===== src/fsr_pkg.sv =====
// Shared constants for the flash status register bank.
// Assumes a single clock domain and a command decoder outside this bank.
// How it works
// - busy_flag high while program, erase, write run
// - write_latch low refuses status write, program, erase
// - protect_from_bottom defaults 0 means top region
// - block_protect bits size region; reject writes inside
// - whole array wipe only with block_protect zero
// - quad_io_on always reads one, ignores writes
// - otp_lock bits set once, never clear again
// - ECC on needs aligned eight byte programs
// - suspend sets erase_paused or program_paused flag
// - resume, soft reset, power cycle clear paused flags
// - dummy code 00/01 gives 8, 10/11 gives 6
// - dummy_cycle_code resets to 00
// - continuous read mode skips opcode next access
// - output_strength 00 full, 01 default three quarter
// - program fault on failure, protection or lock
// - wipe fault on failure, protection or lock
// - clear flag command resets both fault flags
// - addr_width_state reports 0 three byte, 1 four
// - boot_addr_width sampled at reset init and at soft reset
// - write latch set by arm, cleared by listed events
package fsr_pkg;
    // Command codes as seen on the serial link
    localparam logic [7:0] CMD_WRITE_ARM    = 8'h06;
    localparam logic [7:0] CMD_WRITE_DIS    = 8'h04;
    localparam logic [7:0] CMD_SR_WRITE_LO  = 8'h01;
    localparam logic [7:0] CMD_SR_WRITE_MID = 8'h31;
    localparam logic [7:0] CMD_SR_WRITE_HI  = 8'h11;
    localparam logic [7:0] CMD_PAGE_WRITE   = 8'h02;
    localparam logic [7:0] CMD_QUAD_WRITE   = 8'h32;
    localparam logic [7:0] CMD_SECTOR_WIPE  = 8'h20;
    localparam logic [7:0] CMD_BLOCK_WIPE   = 8'hD8;
    localparam logic [7:0] CMD_ARRAY_WIPE   = 8'hC7;
    localparam logic [7:0] CMD_SUSPEND      = 8'h75;
    localparam logic [7:0] CMD_RESUME       = 8'h7A;
    localparam logic [7:0] CMD_RST_ARM      = 8'h66;
    localparam logic [7:0] CMD_RST_GO       = 8'h99;
    localparam logic [7:0] CMD_CLR_FLAGS    = 8'h30;
    localparam logic [7:0] CMD_ENTER_4B     = 8'hB7;
    localparam logic [7:0] CMD_EXIT_4B      = 8'hE9;
    // Low register bit positions
    localparam int POS_BUSY   = 0;
    localparam int POS_LATCH  = 1;
    localparam int POS_BP_LO  = 2;
    localparam int POS_BOTTOM = 6;
    // Mid register bit positions (within byte)
    localparam int POS_ADDR_ST = 0;
    localparam int POS_QUAD    = 1;
    localparam int POS_PPAUSE  = 2;
    localparam int POS_LOCK_LO = 3;
    localparam int POS_ECC     = 6;
    localparam int POS_EPAUSE  = 7;
    // High register bit positions (within byte)
    localparam int POS_DUMMY_LO = 0;
    localparam int POS_PFAULT   = 2;
    localparam int POS_WFAULT   = 3;
    localparam int POS_BOOT_AW  = 4;
    localparam int POS_DRV_LO   = 5;
    // Reset values
    localparam logic [3:0] RST_BP       = 4'h0;
    localparam logic       RST_BOTTOM   = 1'b0;
    localparam logic [2:0] RST_LOCK     = 3'h0;
    localparam logic       RST_ECC      = 1'b0;
    localparam logic [1:0] RST_DUMMY    = 2'h0;
    localparam logic       RST_BOOT_AW  = 1'b0;
    localparam logic [1:0] RST_DRV      = 2'h1;
    localparam logic       QUAD_FIXED   = 1'b1;
    // Dummy clocks per latency code group
    localparam logic [3:0] DUMMY_LONG   = 4'h8;
    localparam logic [3:0] DUMMY_SHORT  = 4'h6;
    // Array geometry: 64KB blocks, 512 of them
    localparam int BLK_SHIFT = 16;
    localparam int BLK_BITS  = 9;
    localparam logic [2:0] ECC_ALIGN_MASK = 3'h7;

    typedef enum logic [1:0]
    {
        OP_IDLE  = 2'b00,
        OP_PROG  = 2'b01,
        OP_WIPE  = 2'b10,
        OP_SRWR  = 2'b11
    } fsr_op_t;
endpackage : fsr_pkg


===== src/fsr_bank.sv =====
// Status register bank of a serial NOR flash.
// Assumes a command decoder that presents one opcode pulse per command,
// with address and data already assembled, and an array engine that
// reports completion and failure.
module fsr_bank
    import fsr_pkg::*;
(
    input  wire logic        clk,
    input  wire logic        sys_rst,
    input  wire logic        cmd_valid,
    input  wire logic [7:0]  cmd_code,
    input  wire logic [24:0] cmd_addr,
    input  wire logic [7:0]  cmd_data,
    input  wire logic        cmd_byte_ok,
    input  wire logic        otp_target,
    input  wire logic [1:0]  otp_index,
    input  wire logic        op_done,
    input  wire logic        op_failed,
    input  wire logic        mode_bits_repeat,
    input  wire logic        read_start,
    output logic             op_start_prog,
    output logic             op_start_wipe,
    output logic             op_start_array_wipe,
    output logic             op_suspend,
    output logic             op_resume,
    output logic             continuous_read,
    output logic [7:0]       status_reg_low,
    output logic [7:0]       status_reg_mid,
    output logic [7:0]       status_reg_high,
    output logic             busy_flag,
    output logic             write_latch,
    output logic             quad_io_on,
    output logic             ecc_on,
    output logic             addr_width_state,
    output logic [3:0]       dummy_cycles,
    output logic [1:0]       output_strength,
    output logic [2:0]       otp_lock
);
    fsr_op_t     op_q;
    fsr_op_t     op_d;
    logic        paused_q;
    logic        latch_q;
    logic        latch_d;
    logic [3:0]  bp_q;
    logic        bottom_q;
    logic [2:0]  lock_q;
    logic        ecc_q;
    logic        epause_q;
    logic        ppause_q;
    logic [1:0]  dummy_q;
    logic        pfault_q;
    logic        wfault_q;
    logic        boot_aw_q;
    logic [1:0]  drv_q;
    logic        aw_q;
    logic        init_q;
    logic        cont_q;
    logic [7:0]  sr_data_q;
    logic [1:0]  sr_sel_q;

    logic        soft_reset;
    logic        in_region;
    logic        lock_hit;
    logic        is_prog;
    logic        is_wipe;
    logic        is_array;
    logic        is_srwr;
    logic        idle;
    logic        accept_gate;
    logic        ecc_misalign;
    logic        prog_go;
    logic        prog_bad;
    logic        wipe_go;
    logic        wipe_bad;
    logic        array_go;
    logic        srwr_go;
    logic        srwr_commit;
    logic        susp_go;
    logic        resume_go;
    logic        clr_go;

    fsr_reset_seq u_reset_seq
    (
        .clk        (clk),
        .sys_rst    (sys_rst),
        .cmd_valid  (cmd_valid),
        .cmd_code   (cmd_code),
        .soft_reset (soft_reset)
    );

    fsr_protect u_protect
    (
        .block_protect       (bp_q),
        .protect_from_bottom (bottom_q),
        .addr                (cmd_addr),
        .in_region           (in_region)
    );

    // Command classification
    assign is_prog  = cmd_valid && (cmd_code == CMD_PAGE_WRITE || cmd_code == CMD_QUAD_WRITE);
    assign is_wipe  = cmd_valid && (cmd_code == CMD_SECTOR_WIPE || cmd_code == CMD_BLOCK_WIPE);
    assign is_array = cmd_valid && (cmd_code == CMD_ARRAY_WIPE);
    assign is_srwr  = cmd_valid && (cmd_code == CMD_SR_WRITE_LO || cmd_code == CMD_SR_WRITE_MID
                                    || cmd_code == CMD_SR_WRITE_HI);
    assign idle     = (op_q == OP_IDLE);
    // Partial final byte means nothing happens and the latch holds
    assign accept_gate = idle && latch_q && cmd_byte_ok;
    assign lock_hit    = otp_target && lock_q[otp_index];
    assign ecc_misalign = ecc_q && ((cmd_addr[2:0] & ECC_ALIGN_MASK) != 3'h0);

    assign prog_bad = is_prog && accept_gate && (in_region || lock_hit || ecc_misalign);
    assign prog_go  = is_prog && accept_gate && !prog_bad;
    assign wipe_bad = is_wipe && accept_gate && (in_region || lock_hit);
    assign wipe_go  = is_wipe && accept_gate && !wipe_bad;
    assign array_go = is_array && accept_gate && (bp_q == 4'h0);
    assign srwr_go  = is_srwr && accept_gate;
    assign susp_go  = cmd_valid && (cmd_code == CMD_SUSPEND) && !idle && op_q != OP_SRWR;
    assign resume_go = cmd_valid && (cmd_code == CMD_RESUME) && paused_q;
    assign clr_go   = cmd_valid && (cmd_code == CMD_CLR_FLAGS);
    // Status write takes effect on its completion, keeping busy visible meanwhile
    assign srwr_commit = (op_q == OP_SRWR) && op_done;

    always_comb
    begin
        op_d = op_q;
        if (soft_reset)
            op_d = OP_IDLE;
        else if (prog_go)
            op_d = OP_PROG;
        else if (wipe_go || array_go)
            op_d = OP_WIPE;
        else if (srwr_go)
            op_d = OP_SRWR;
        else if (op_done && !paused_q)
            op_d = OP_IDLE;
    end

    always_comb
    begin
        latch_d = latch_q;
        if (cmd_valid && cmd_code == CMD_WRITE_ARM)
            latch_d = 1'b1;
        if ((cmd_valid && cmd_code == CMD_WRITE_DIS) || soft_reset)
            latch_d = 1'b0;
        if (op_done && !idle && !paused_q)
            latch_d = 1'b0;
        if (prog_bad || wipe_bad)
            latch_d = 1'b0;
    end

    always_ff @(posedge clk)
    begin
        if (sys_rst)
        begin
            op_q     <= OP_IDLE;
            paused_q <= 1'b0;
            latch_q  <= 1'b0;
            epause_q <= 1'b0;
            ppause_q <= 1'b0;
            pfault_q <= 1'b0;
            wfault_q <= 1'b0;
            cont_q   <= 1'b0;
        end
        else
        begin
            op_q    <= op_d;
            latch_q <= latch_d;
            if (soft_reset || resume_go)
            begin
                paused_q <= 1'b0;
                epause_q <= 1'b0;
                ppause_q <= 1'b0;
            end
            else if (susp_go)
            begin
                paused_q <= 1'b1;
                epause_q <= epause_q || (op_q == OP_WIPE);
                ppause_q <= ppause_q || (op_q == OP_PROG);
            end
            // Hardware set wins over the clear command
            pfault_q <= (prog_bad || (op_q == OP_PROG && op_done && op_failed))
                        || (pfault_q && !clr_go);
            wfault_q <= (wipe_bad || (op_q == OP_WIPE && op_done && op_failed))
                        || (wfault_q && !clr_go);
            // Repeat flag lives only between reads
            if (soft_reset)
                cont_q <= 1'b0;
            else if (read_start)
                cont_q <= mode_bits_repeat;
        end
    end

    // Non-volatile fields: reset models the factory state
    always_ff @(posedge clk)
    begin
        if (sys_rst)
        begin
            bp_q      <= RST_BP;
            bottom_q  <= RST_BOTTOM;
            lock_q    <= RST_LOCK;
            ecc_q     <= RST_ECC;
            dummy_q   <= RST_DUMMY;
            boot_aw_q <= RST_BOOT_AW;
            drv_q     <= RST_DRV;
            sr_data_q <= 8'h00;
            sr_sel_q  <= 2'h0;
        end
        else
        begin
            if (srwr_go)
            begin
                sr_data_q <= cmd_data;
                sr_sel_q  <= (cmd_code == CMD_SR_WRITE_LO) ? 2'h0 :
                             (cmd_code == CMD_SR_WRITE_MID) ? 2'h1 : 2'h2;
            end
            if (srwr_commit && sr_sel_q == 2'h0)
            begin
                bp_q     <= sr_data_q[POS_BP_LO +: 4];
                bottom_q <= sr_data_q[POS_BOTTOM];
            end
            if (srwr_commit && sr_sel_q == 2'h1)
            begin
                lock_q <= lock_q | sr_data_q[POS_LOCK_LO +: 3];
                ecc_q  <= sr_data_q[POS_ECC];
            end
            if (srwr_commit && sr_sel_q == 2'h2)
            begin
                dummy_q   <= sr_data_q[POS_DUMMY_LO +: 2];
                boot_aw_q <= sr_data_q[POS_BOOT_AW];
                drv_q     <= sr_data_q[POS_DRV_LO +: 2];
            end
        end
    end

    // Address mode: boot value sampled one edge after reset release
    always_ff @(posedge clk)
    begin
        if (sys_rst)
        begin
            init_q <= 1'b1;
            aw_q   <= 1'b0;
        end
        else
        begin
            init_q <= 1'b0;
            if (init_q || soft_reset)
                aw_q <= boot_aw_q;
            else if (cmd_valid && cmd_code == CMD_ENTER_4B)
                aw_q <= 1'b1;
            else if (cmd_valid && cmd_code == CMD_EXIT_4B)
                aw_q <= 1'b0;
        end
    end

    // Register images; busy and fixed bits are not writable
    assign status_reg_low  = {1'b0, bottom_q, bp_q, latch_q, busy_flag};
    assign status_reg_mid  = {epause_q, ecc_q, lock_q, ppause_q, QUAD_FIXED, aw_q};
    assign status_reg_high = {1'b0, drv_q, boot_aw_q, wfault_q, pfault_q, dummy_q};

    assign busy_flag        = !idle && !paused_q;
    assign write_latch      = latch_q;
    assign quad_io_on       = QUAD_FIXED;
    assign ecc_on           = ecc_q;
    assign addr_width_state = aw_q;
    assign dummy_cycles     = dummy_q[1] ? DUMMY_SHORT : DUMMY_LONG;
    assign output_strength  = drv_q;
    assign otp_lock         = lock_q;
    assign continuous_read  = cont_q;
    assign op_start_prog       = prog_go;
    assign op_start_wipe       = wipe_go;
    assign op_start_array_wipe = array_go;
    assign op_suspend          = susp_go;
    assign op_resume           = resume_go;
endmodule : fsr_bank


===== src/fsr_protect.sv =====
// Protected region check for block_protect and protect_from_bottom.
// Assumes a 25-bit byte address into 512 blocks of 64KB.
module fsr_protect
    import fsr_pkg::*;
(
    input  wire logic [3:0]  block_protect,
    input  wire logic        protect_from_bottom,
    input  wire logic [24:0] addr,
    output logic             in_region
);
    logic [BLK_BITS-1:0] blk;
    logic [BLK_BITS:0]   count;
    logic                all_prot;

    assign blk = addr[BLK_SHIFT +: BLK_BITS];
    // Codes 1..9 cover 2^(n-1) blocks; 1010 and above cover all
    assign all_prot = (block_protect[3] && block_protect[2] && !block_protect[1])
                    || (block_protect[3] && block_protect[1])
                    || (block_protect[3] && !block_protect[2] && block_protect[1]);
    assign count = (block_protect == 4'h0) ? 10'h000 :
                   (block_protect > 4'h9) ? 10'h200 :
                   10'(10'h001 << (block_protect - 4'h1));
    assign in_region = (block_protect == 4'h0) ? 1'b0 :
                       all_prot ? 1'b1 :
                       protect_from_bottom ? ({1'b0, blk} < count)
                                           : ({1'b0, blk} >= 10'(10'h200 - count));
endmodule : fsr_protect


===== src/fsr_reset_seq.sv =====
// Two-command software reset detector.
// Assumes cmd_valid pulses once per decoded opcode.
module fsr_reset_seq
    import fsr_pkg::*;
(
    input  wire logic       clk,
    input  wire logic       sys_rst,
    input  wire logic       cmd_valid,
    input  wire logic [7:0] cmd_code,
    output logic            soft_reset
);
    logic armed_q;
    logic armed_d;

    // Any other command between the pair disarms it
    assign armed_d    = cmd_valid ? (cmd_code == CMD_RST_ARM) : armed_q;
    assign soft_reset = cmd_valid && armed_q && (cmd_code == CMD_RST_GO);

    always_ff @(posedge clk)
    begin
        if (sys_rst)
            armed_q <= 1'b0;
        else
            armed_q <= armed_d;
    end
endmodule : fsr_reset_seq


===== config.mk =====
export PLATFORM = sky130hd
export DESIGN_NAME = fsr_bank
export DESIGN_NICKNAME = d
export VERILOG_FILES = /design/src/fsr_pkg.sv /design/src/fsr_bank.sv /design/src/fsr_protect.sv /design/src/fsr_reset_seq.sv
export SDC_FILE = /design/constraint.sdc
export NUM_CORES = 1
export LEC_CHECK = 0
export ABC_CLOCK_PERIOD_IN_PS = 8450
export BUFFER_PORTS_ARGS = -buffer_cell sky130_fd_sc_hd__buf_4
export CELL_PAD_IN_SITES_DETAIL_PLACEMENT = 0
export CELL_PAD_IN_SITES_GLOBAL_PLACEMENT = 1
export CORE_ASPECT_RATIO = 2
export CORE_MARGIN = 2
export CORE_UTILIZATION = 38
export DETAILED_ROUTE_END_ITERATION = 8
export PLACE_DENSITY_LB_ADDON = 0.1
export SLEW_MARGIN = 20
export SYNTH_ARGS = -nofsm -noshare
export SYNTH_HDL_FRONTEND = slang
export SYNTH_SLANG_ARGS = --single-unit
export TNS_END_PERCENT = 100

===== constraint.sdc =====
create_clock -name clk -period 8.45 [get_ports clk]
set_clock_uncertainty 0.05 [all_clocks]
set_input_delay 1.69 -clock clk [delete_from_list [all_inputs] [get_ports clk]]
set_output_delay 1.69 -clock clk [all_outputs]
set_load 0.02 [all_outputs]

Word-level counts from Yosys, hierarchy flattened
Index checks and enable logic that the tools add are counted.
{"block": "totals", "ff_bits": 35, "latch_bits": 0, "mem_bits_rw": 0, "romBits": 0, "inputBits": 52, "out_inout_bits": 44, "word_cells": 155, "memories": 0}
{"block": "classes", "addsub": 2, "multipliers": 0, "div": 0, "order_cmp": 4, "eq_ne": 23, "shifts": 1, "n_mux": 18, "bitwise_logic": 1, "n_reduce_logical": 85}
{"operator": "logical AND 1 bit", "n": 48}
{"operator": "equality test 8 bit, second input constant", "n": 5}
{"operator": "equality test 8 x 6 -> 1 bit, second input constant", "n": 4}
{"operator": "equality test 8 x 7 -> 1 bit, second input constant", "n": 3}
{"operator": "2-to-1 mux 10 bit", "n": 2}
{"operator": "logical OR 1 bit", "n": 19}
{"operator": "equality test 8 x 3 -> 1 bit, second input constant", "n": 2}
{"operator": "greater-or-equal comparator 9 x 10 -> 1 bit", "n": 1}
{"operator": "< comparator 9 x 10 -> 1 bit", "n": 1}
{"operator": "2-to-1 mux 2 bit", "n": 5}
{"operator": "<< shifter 1 x 4 -> 10 bit, first input constant", "n": 1}
{"operator": "subtractor 10 bit, first input constant", "n": 1}
{"operator": "2-to-1 mux 1 bit", "n": 9}
{"operator": "nonzero test 3 bit", "n": 3}
{"operator": "equality test 8 x 1 -> 1 bit, second input constant", "n": 1}
{"operator": "equality test 8 x 2 -> 1 bit, second input constant", "n": 1}
{"operator": "equality test 8 x 5 -> 1 bit, second input constant", "n": 1}
{"operator": "zero test 1 bit", "n": 7}
{"operator": "equality test 2 bit, second input constant", "n": 3}
{"operator": "equality test 2 x 1 -> 1 bit, second input constant", "n": 2}
{"operator": "greater-than comparator 4 bit, second input constant", "n": 1}
{"operator": "zero test 2 bit", "n": 2}
{"operator": "zero test 4 bit", "n": 1}
{"operator": "2-to-1 mux 4 bit", "n": 1}
{"operator": "other kinds (9)", "n": 10}

Logic depth before layout (Yosys ltp)
{"block": "logic_depth", "ltp_word": 16, "mapped_depth": 13, "depth_no_buf": 12}

Hierarchy
From an unflattened synthesis, not the netlist that was laid out.
{"block": "hier_totals", "cells_unflattened": 304, "hier_area_um2": 2542.4}
{"mod": "fsr_bank", "n_inst": 1, "cells_each": 211, "area_per_inst_um2": 1815.5, "seq_area_each_um2": 680.7}
{"mod": "fsr_protect", "n_inst": 1, "cells_each": 84, "area_per_inst_um2": 625.6, "seq_area_each_um2": 0.0}
{"mod": "fsr_reset_seq", "n_inst": 1, "cells_each": 9, "area_per_inst_um2": 101.3, "seq_area_each_um2": 20.0}

Least setup slack after synthesis
Ideal clock, no wire load.
{"block": "synth_path", "path_kind": "input -> output", "start": "input cmd_addr[19]", "end": "output op_start_wipe", "arrival_ns": 3.302, "required_time_ns": 6.710, "slack_ns": 3.408, "stages": 7, "path_buffers": 0, "cell_sequence": "ha_1 > a211o_1 > o211ai_1 > o211ai_1 > a21oi_1 > a21oi_1 > nor3_1"}
{"block": "synth_via", "elab_chain_len": 8, "word_cells_on_any_way": 9, "cone_classes": "order compare: 2; mux: 3; reduce/logical: 4"}
{"item": "start, declared", "line_no": "fsr_bank.sv:12", "source": "input wire logic [24:0] cmd_addr,"}
{"item": "greater-or-equal comparator 9 x 10 -> 1 bit / < comparator 9 x 10 -> 1 bit (equally long branches)", "line_no": "fsr_protect.sv:26, fsr_protect.sv:25"}
{"item": "2-to-1 mux 1 bit *", "line_no": "fsr_protect.sv:25", "source": "protect_from_bottom ? ({1'b0, blk} < count)"}
{"item": "2-to-1 mux 1 bit *", "line_no": "fsr_protect.sv:24", "source": "all_prot ? 1'b1 :"}
{"item": "2-to-1 mux 1 bit *", "line_no": "fsr_protect.sv:23", "source": "assign in_region = (block_protect == 4'h0) ? 1'b0 :"}
{"item": "logical OR 1 bit *", "line_no": "fsr_bank.sv:113", "source": "assign wipe_bad = is_wipe && accept_gate && (in_region || lock_hit);"}
{"item": "logical AND 1 bit *", "line_no": "fsr_bank.sv:113"}
{"item": "zero test 1 bit *", "line_no": "fsr_bank.sv:114", "source": "assign wipe_go = is_wipe && accept_gate && !wipe_bad;"}
{"item": "logical AND 1 bit *", "line_no": "fsr_bank.sv:114"}
{"item": "end, declared", "line_no": "fsr_bank.sv:22", "source": "output logic op_start_wipe,"}
Every way passes the cells marked *; elsewhere a longest branch is shown, timed or not.

Worst setup path after layout
{"block": "layout_path", "start": "register bp_q[0]", "end": "output op_start_prog"}
{"block": "layout_via", "elab_chain_len": 14, "word_cells_on_any_way": 17, "cone_classes": "add/sub: 2; order compare: 3; shift: 1; mux: 5; reduce/logical: 6"}
{"item": "start, declared", "line_no": "fsr_bank.sv:44", "source": "logic [3:0] bp_q;"}
{"item": "start signal, assigned", "line_no": "fsr_bank.sv:218", "source": "bp_q <= sr_data_q[POS_BP_LO +: 4];"}
{"item": "subtractor 4 x 1 -> 4 bit", "line_no": "fsr_protect.sv:22", "source": "10'(10'h001 << (block_protect - 4'h1));"}
{"item": "<< shifter 1 x 4 -> 10 bit", "line_no": "fsr_protect.sv:22"}
{"item": "2-to-1 mux 10 bit", "line_no": "fsr_protect.sv:21", "source": "(block_protect > 4'h9) ? 10'h200 :"}
{"item": "2-to-1 mux 10 bit", "line_no": "fsr_protect.sv:20", "source": "assign count = (block_protect == 4'h0) ? 10'h000 :"}
{"item": "subtractor 10 bit", "line_no": "fsr_protect.sv:26", "source": ": ({1'b0, blk} >= 10'(10'h200 - count));"}
{"item": "greater-or-equal comparator 9 x 10 -> 1 bit", "line_no": "fsr_protect.sv:26"}
{"item": "2-to-1 mux 1 bit", "line_no": "fsr_protect.sv:25"}
{"item": "2-to-1 mux 1 bit", "line_no": "fsr_protect.sv:24"}
{"item": "2-to-1 mux 1 bit *", "line_no": "fsr_protect.sv:23"}
{"item": "logical OR 1 bit * (2 in a row)", "line_no": "fsr_bank.sv:111", "source": "assign prog_bad = is_prog && accept_gate && (in_region || lock_hit || ecc_misalign);"}
{"item": "logical AND 1 bit *", "line_no": "fsr_bank.sv:111"}
{"item": "zero test 1 bit *", "line_no": "fsr_bank.sv:112", "source": "assign prog_go = is_prog && accept_gate && !prog_bad;"}
{"item": "logical AND 1 bit *", "line_no": "fsr_bank.sv:112"}
{"item": "end, declared", "line_no": "fsr_bank.sv:21", "source": "output logic op_start_prog,"}
Marked as above.

==> flow_summary.ini <==
[status]
outcome = finished clean

[synth]
ys_ff_latch = 35
synthTopCellsByArea = dfxtp_1, ha_1, mux2i_1
synth_top_area_share_pct = 28.0
synth-edff-count = 0
async_reset_ff_share_pct = 0
ys_types = 60
syn_area_mm2 = 0.00250
synth_seq_area_share_pct = 28.0
yosys_most_used_dff = dfxtp_1
yosys_warnings = 0
syn_inst = 298
yosys.area.top_type = dfxtp_1
syn_avg_cell_area_um2 = 8.39

[routing]
vias_per_cell = 5.27
drtIter0Drc = 101
avgRoutedWirePerCell_um = 15.4
ant_nets = 0
routed-via-count = 2313
wl_um = 6740
drc = 0
dr.pass1.iters = 4

[cts]
post_cts_resized = 0
cts_setup_buffers = 0
hold_buffers = 0
clk_pin_slew_ns = 0.05
cts_tree = built
clockBufferDepth = 2
numCtsBuffers = 5
clock_latency_ns = 0.28
cts_root_buffer = clkbuf_16
clock_sinks = 35
cts-htree-levels = 2

[grt]
grt-ovfl-total = 0
grt_pass1_vias = 2236
grt_pass1_wl_um = 10700
grt_usage_pct = 19.7
grt_antenna_before_repair = 0
grt_max_degree = 32

[finish]
final_cells = 439
regArea_um2 = 701
fill_cells = 679
n_antenna_cell = 0
multi_input_area_mm2 = 0.00158
drive_above_1_share_pct = 27.5
area_growth_pct = 26.6
fin_nets = 422

[critical_path]
worstRegToRegCells = 11
reg2reg_to = pfault_q
timing.rr.start = bp_q[0]
critPathMaxFanout = 13
r2r_setup_slack_ns = 4.93
critPathCaptureType = output port
crit_type = register to output port
crit_arrival_ns = 3.74
cp-start-kind = register
cp.required_ns = 6.71

[floorplan]
io_pins = 96
coreArea_mm2 = 0.00636
dieArea_mm2 = 0.00728
num_rows = 41
start_util_pct = 39.3
fp.dieH_um = 119
die_w_um = 61.4

[place]
portBuffers = 76
hpwl_um = 5460
dp_cells = 431
routabilityCongestion = 0.812

[timing]
max_freq_mhz = 183
fin_crit_sh_pct = 64.8
rsz0062_at_grt = no
hold_violations = 0
worstMarginPinSlew_ns = 0.968
fin_tns_setup_ns = 0
slew_viol_final = 0
setup_violations = 0
min_period_ns = 5.48
relSlewSlack_pct = 35.0

[min_path]
hp-start = epause_q
worstHoldPathType = register to register
whs_endpoint = epause_q
hold_depth = 2

[power]
power_leakage_nw = 1.28
powerDensity_mw_per_mm2 = 143
ir_drop_mv = 0.0992

[run]
max-cap-violations = 0
[worst max-delay path: stages, from the launching register on]
cell       delay (ns)
dfxtp_1          0.56
nor2b_1          0.33
nand2_1          0.13
ha_1             0.28
a21boi_0         0.15
a41o_1           0.23
ha_1             0.19
a2111oi_0        0.46
o211ai_1         0.18
a21oi_1          0.32
o2111ai_1        0.29
nor2_1           0.17
buf_4            0.16
[cells in the mapped netlist (all sizes together) (2+ instances only)]
cell type and number:
nor4 6, or2b 2, buf 27, a32o 2, mux2i 20, nand4 5
nor2b 8, conb 2, nor3b 3, nand3b 3, nand2b 9, clkbuf 5
or2 3, nand3 6, inv 6, nor3 7, a21boi 2, o22ai 3
a311oi 2, or4 3, ha 18, o31ai 2, a211oi 3, o2111ai 2
nand2 17, nand4b 3, a211o 3, a21oi 15, o21ai 9, nor2 46
xnor2 3, or3 3, dfxtp 35, o211ai 2
[area by class of cell]
class | instances | share of cell area (%)
multi-input combinational | 228 | 49.8
sequential | 35 | 22.1
inverter | 6 | 0.711
timing repair buffer | 76 | 18.0
clock buffer | 6 | 4.07
clock inverter | 2 | 1.90
tap | 86 | 3.40
[logic make-up (layout without fill, tap and decap cells)]
kind of cell,count (synthesis),after routing,share of synthesized area [%]
AO/OA/AOI/OAI,53,53,14.4
multiplexers,20,20,8.01
buffers and inverters,38,90,9.41
other,2,5,0.300
adder cells (fa/ha/maj),18,18,9.01
flip-flops,35,35,28.0
XOR/XNOR,3,3,1.05
AND/OR/NAND/NOR,129,129,29.8
[power by group]
part / leakage (nW) / total, mW / internal (mW) / switching (mW)
clock: 0.0911 / 0.235 / 0.169 / 0.0656
sequential: 0.283 / 0.169 / 0.167 / 0.00178
combinational: 0.908 / 0.0509 / 0.0239 / 0.0269
[metrics by stage]
stage | total power, mW | hold slack (ns) | instance area (um2) | utilization (%) | worst slack (ns)
floorplan | 0.200 | 0.388 | 2510 | - | 3.41
CTS | 0.460 | 0.424 | 3170 | 49.8 | 2.89
finish | 0.454 | 0.418 | 3170 | 49.8 | 2.97
global route | 0.473 | 0.444 | 3170 | 49.8 | 2.63
detailed placement | 0.223 | 0.409 | 2980 | 46.8 | 3.00
global placement | 0.223 | 0.399 | 2980 | 46.8 | 2.97
[flip-flops by register name, summed over array words and instances (netlist names), 2 cells and up]
signal,count
sr_data_q,7
bp_q,4
otp_lock,3
dummy_q,2
op_q,2
output_strength,2
sr_sel_q,2
[worst max-delay path by stage]
stage | startpoint | to | slack [ns] | cells past startpoint
finish | bp_q[0] | op_start_prog | 2.97 | 12
global route | bp_q[0] | op_start_prog | 2.63 | 12
CTS | bp_q[0] | op_start_prog | 2.89 | 12
detailed placement | cmd_addr[23] | op_start_prog | 3.00 | 8
global placement | cmd_addr[23] | op_start_prog | 2.97 | 8
floorplan | cmd_addr[19] | op_start_wipe | 3.41 | 7
[routing by layer]
layer  routed length, um  part of all wire [%]  vias up  track usage (%)
met4                 286                   4.2        0             8.91
met1                2310                    34     1082             19.2
met5                   0                     0        -                0
met2                3880                    58       65             36.8
li1                    -                     -     1149                -
met3                 264                   3.9       17             3.61
[cell usage in the layout (no fill, tap or decap), drive strengths merged, types with 5 or more instances in the layout]
| cell | count |
|---|---|
| nand2b | 9 |
| mux2i | 20 |
| inv | 6 |
| a21oi | 15 |
| clkbuf | 6 |
| o21ai | 9 |
| nand3 | 6 |
| buf | 76 |
| nand4 | 5 |
| nor3 | 7 |
| ha | 18 |
| conb | 5 |
| nand2 | 17 |
| dfxtp | 35 |
| nor4 | 6 |
| nor2b | 8 |
| nor2 | 46 |
(Power assumes the default switching activity.)
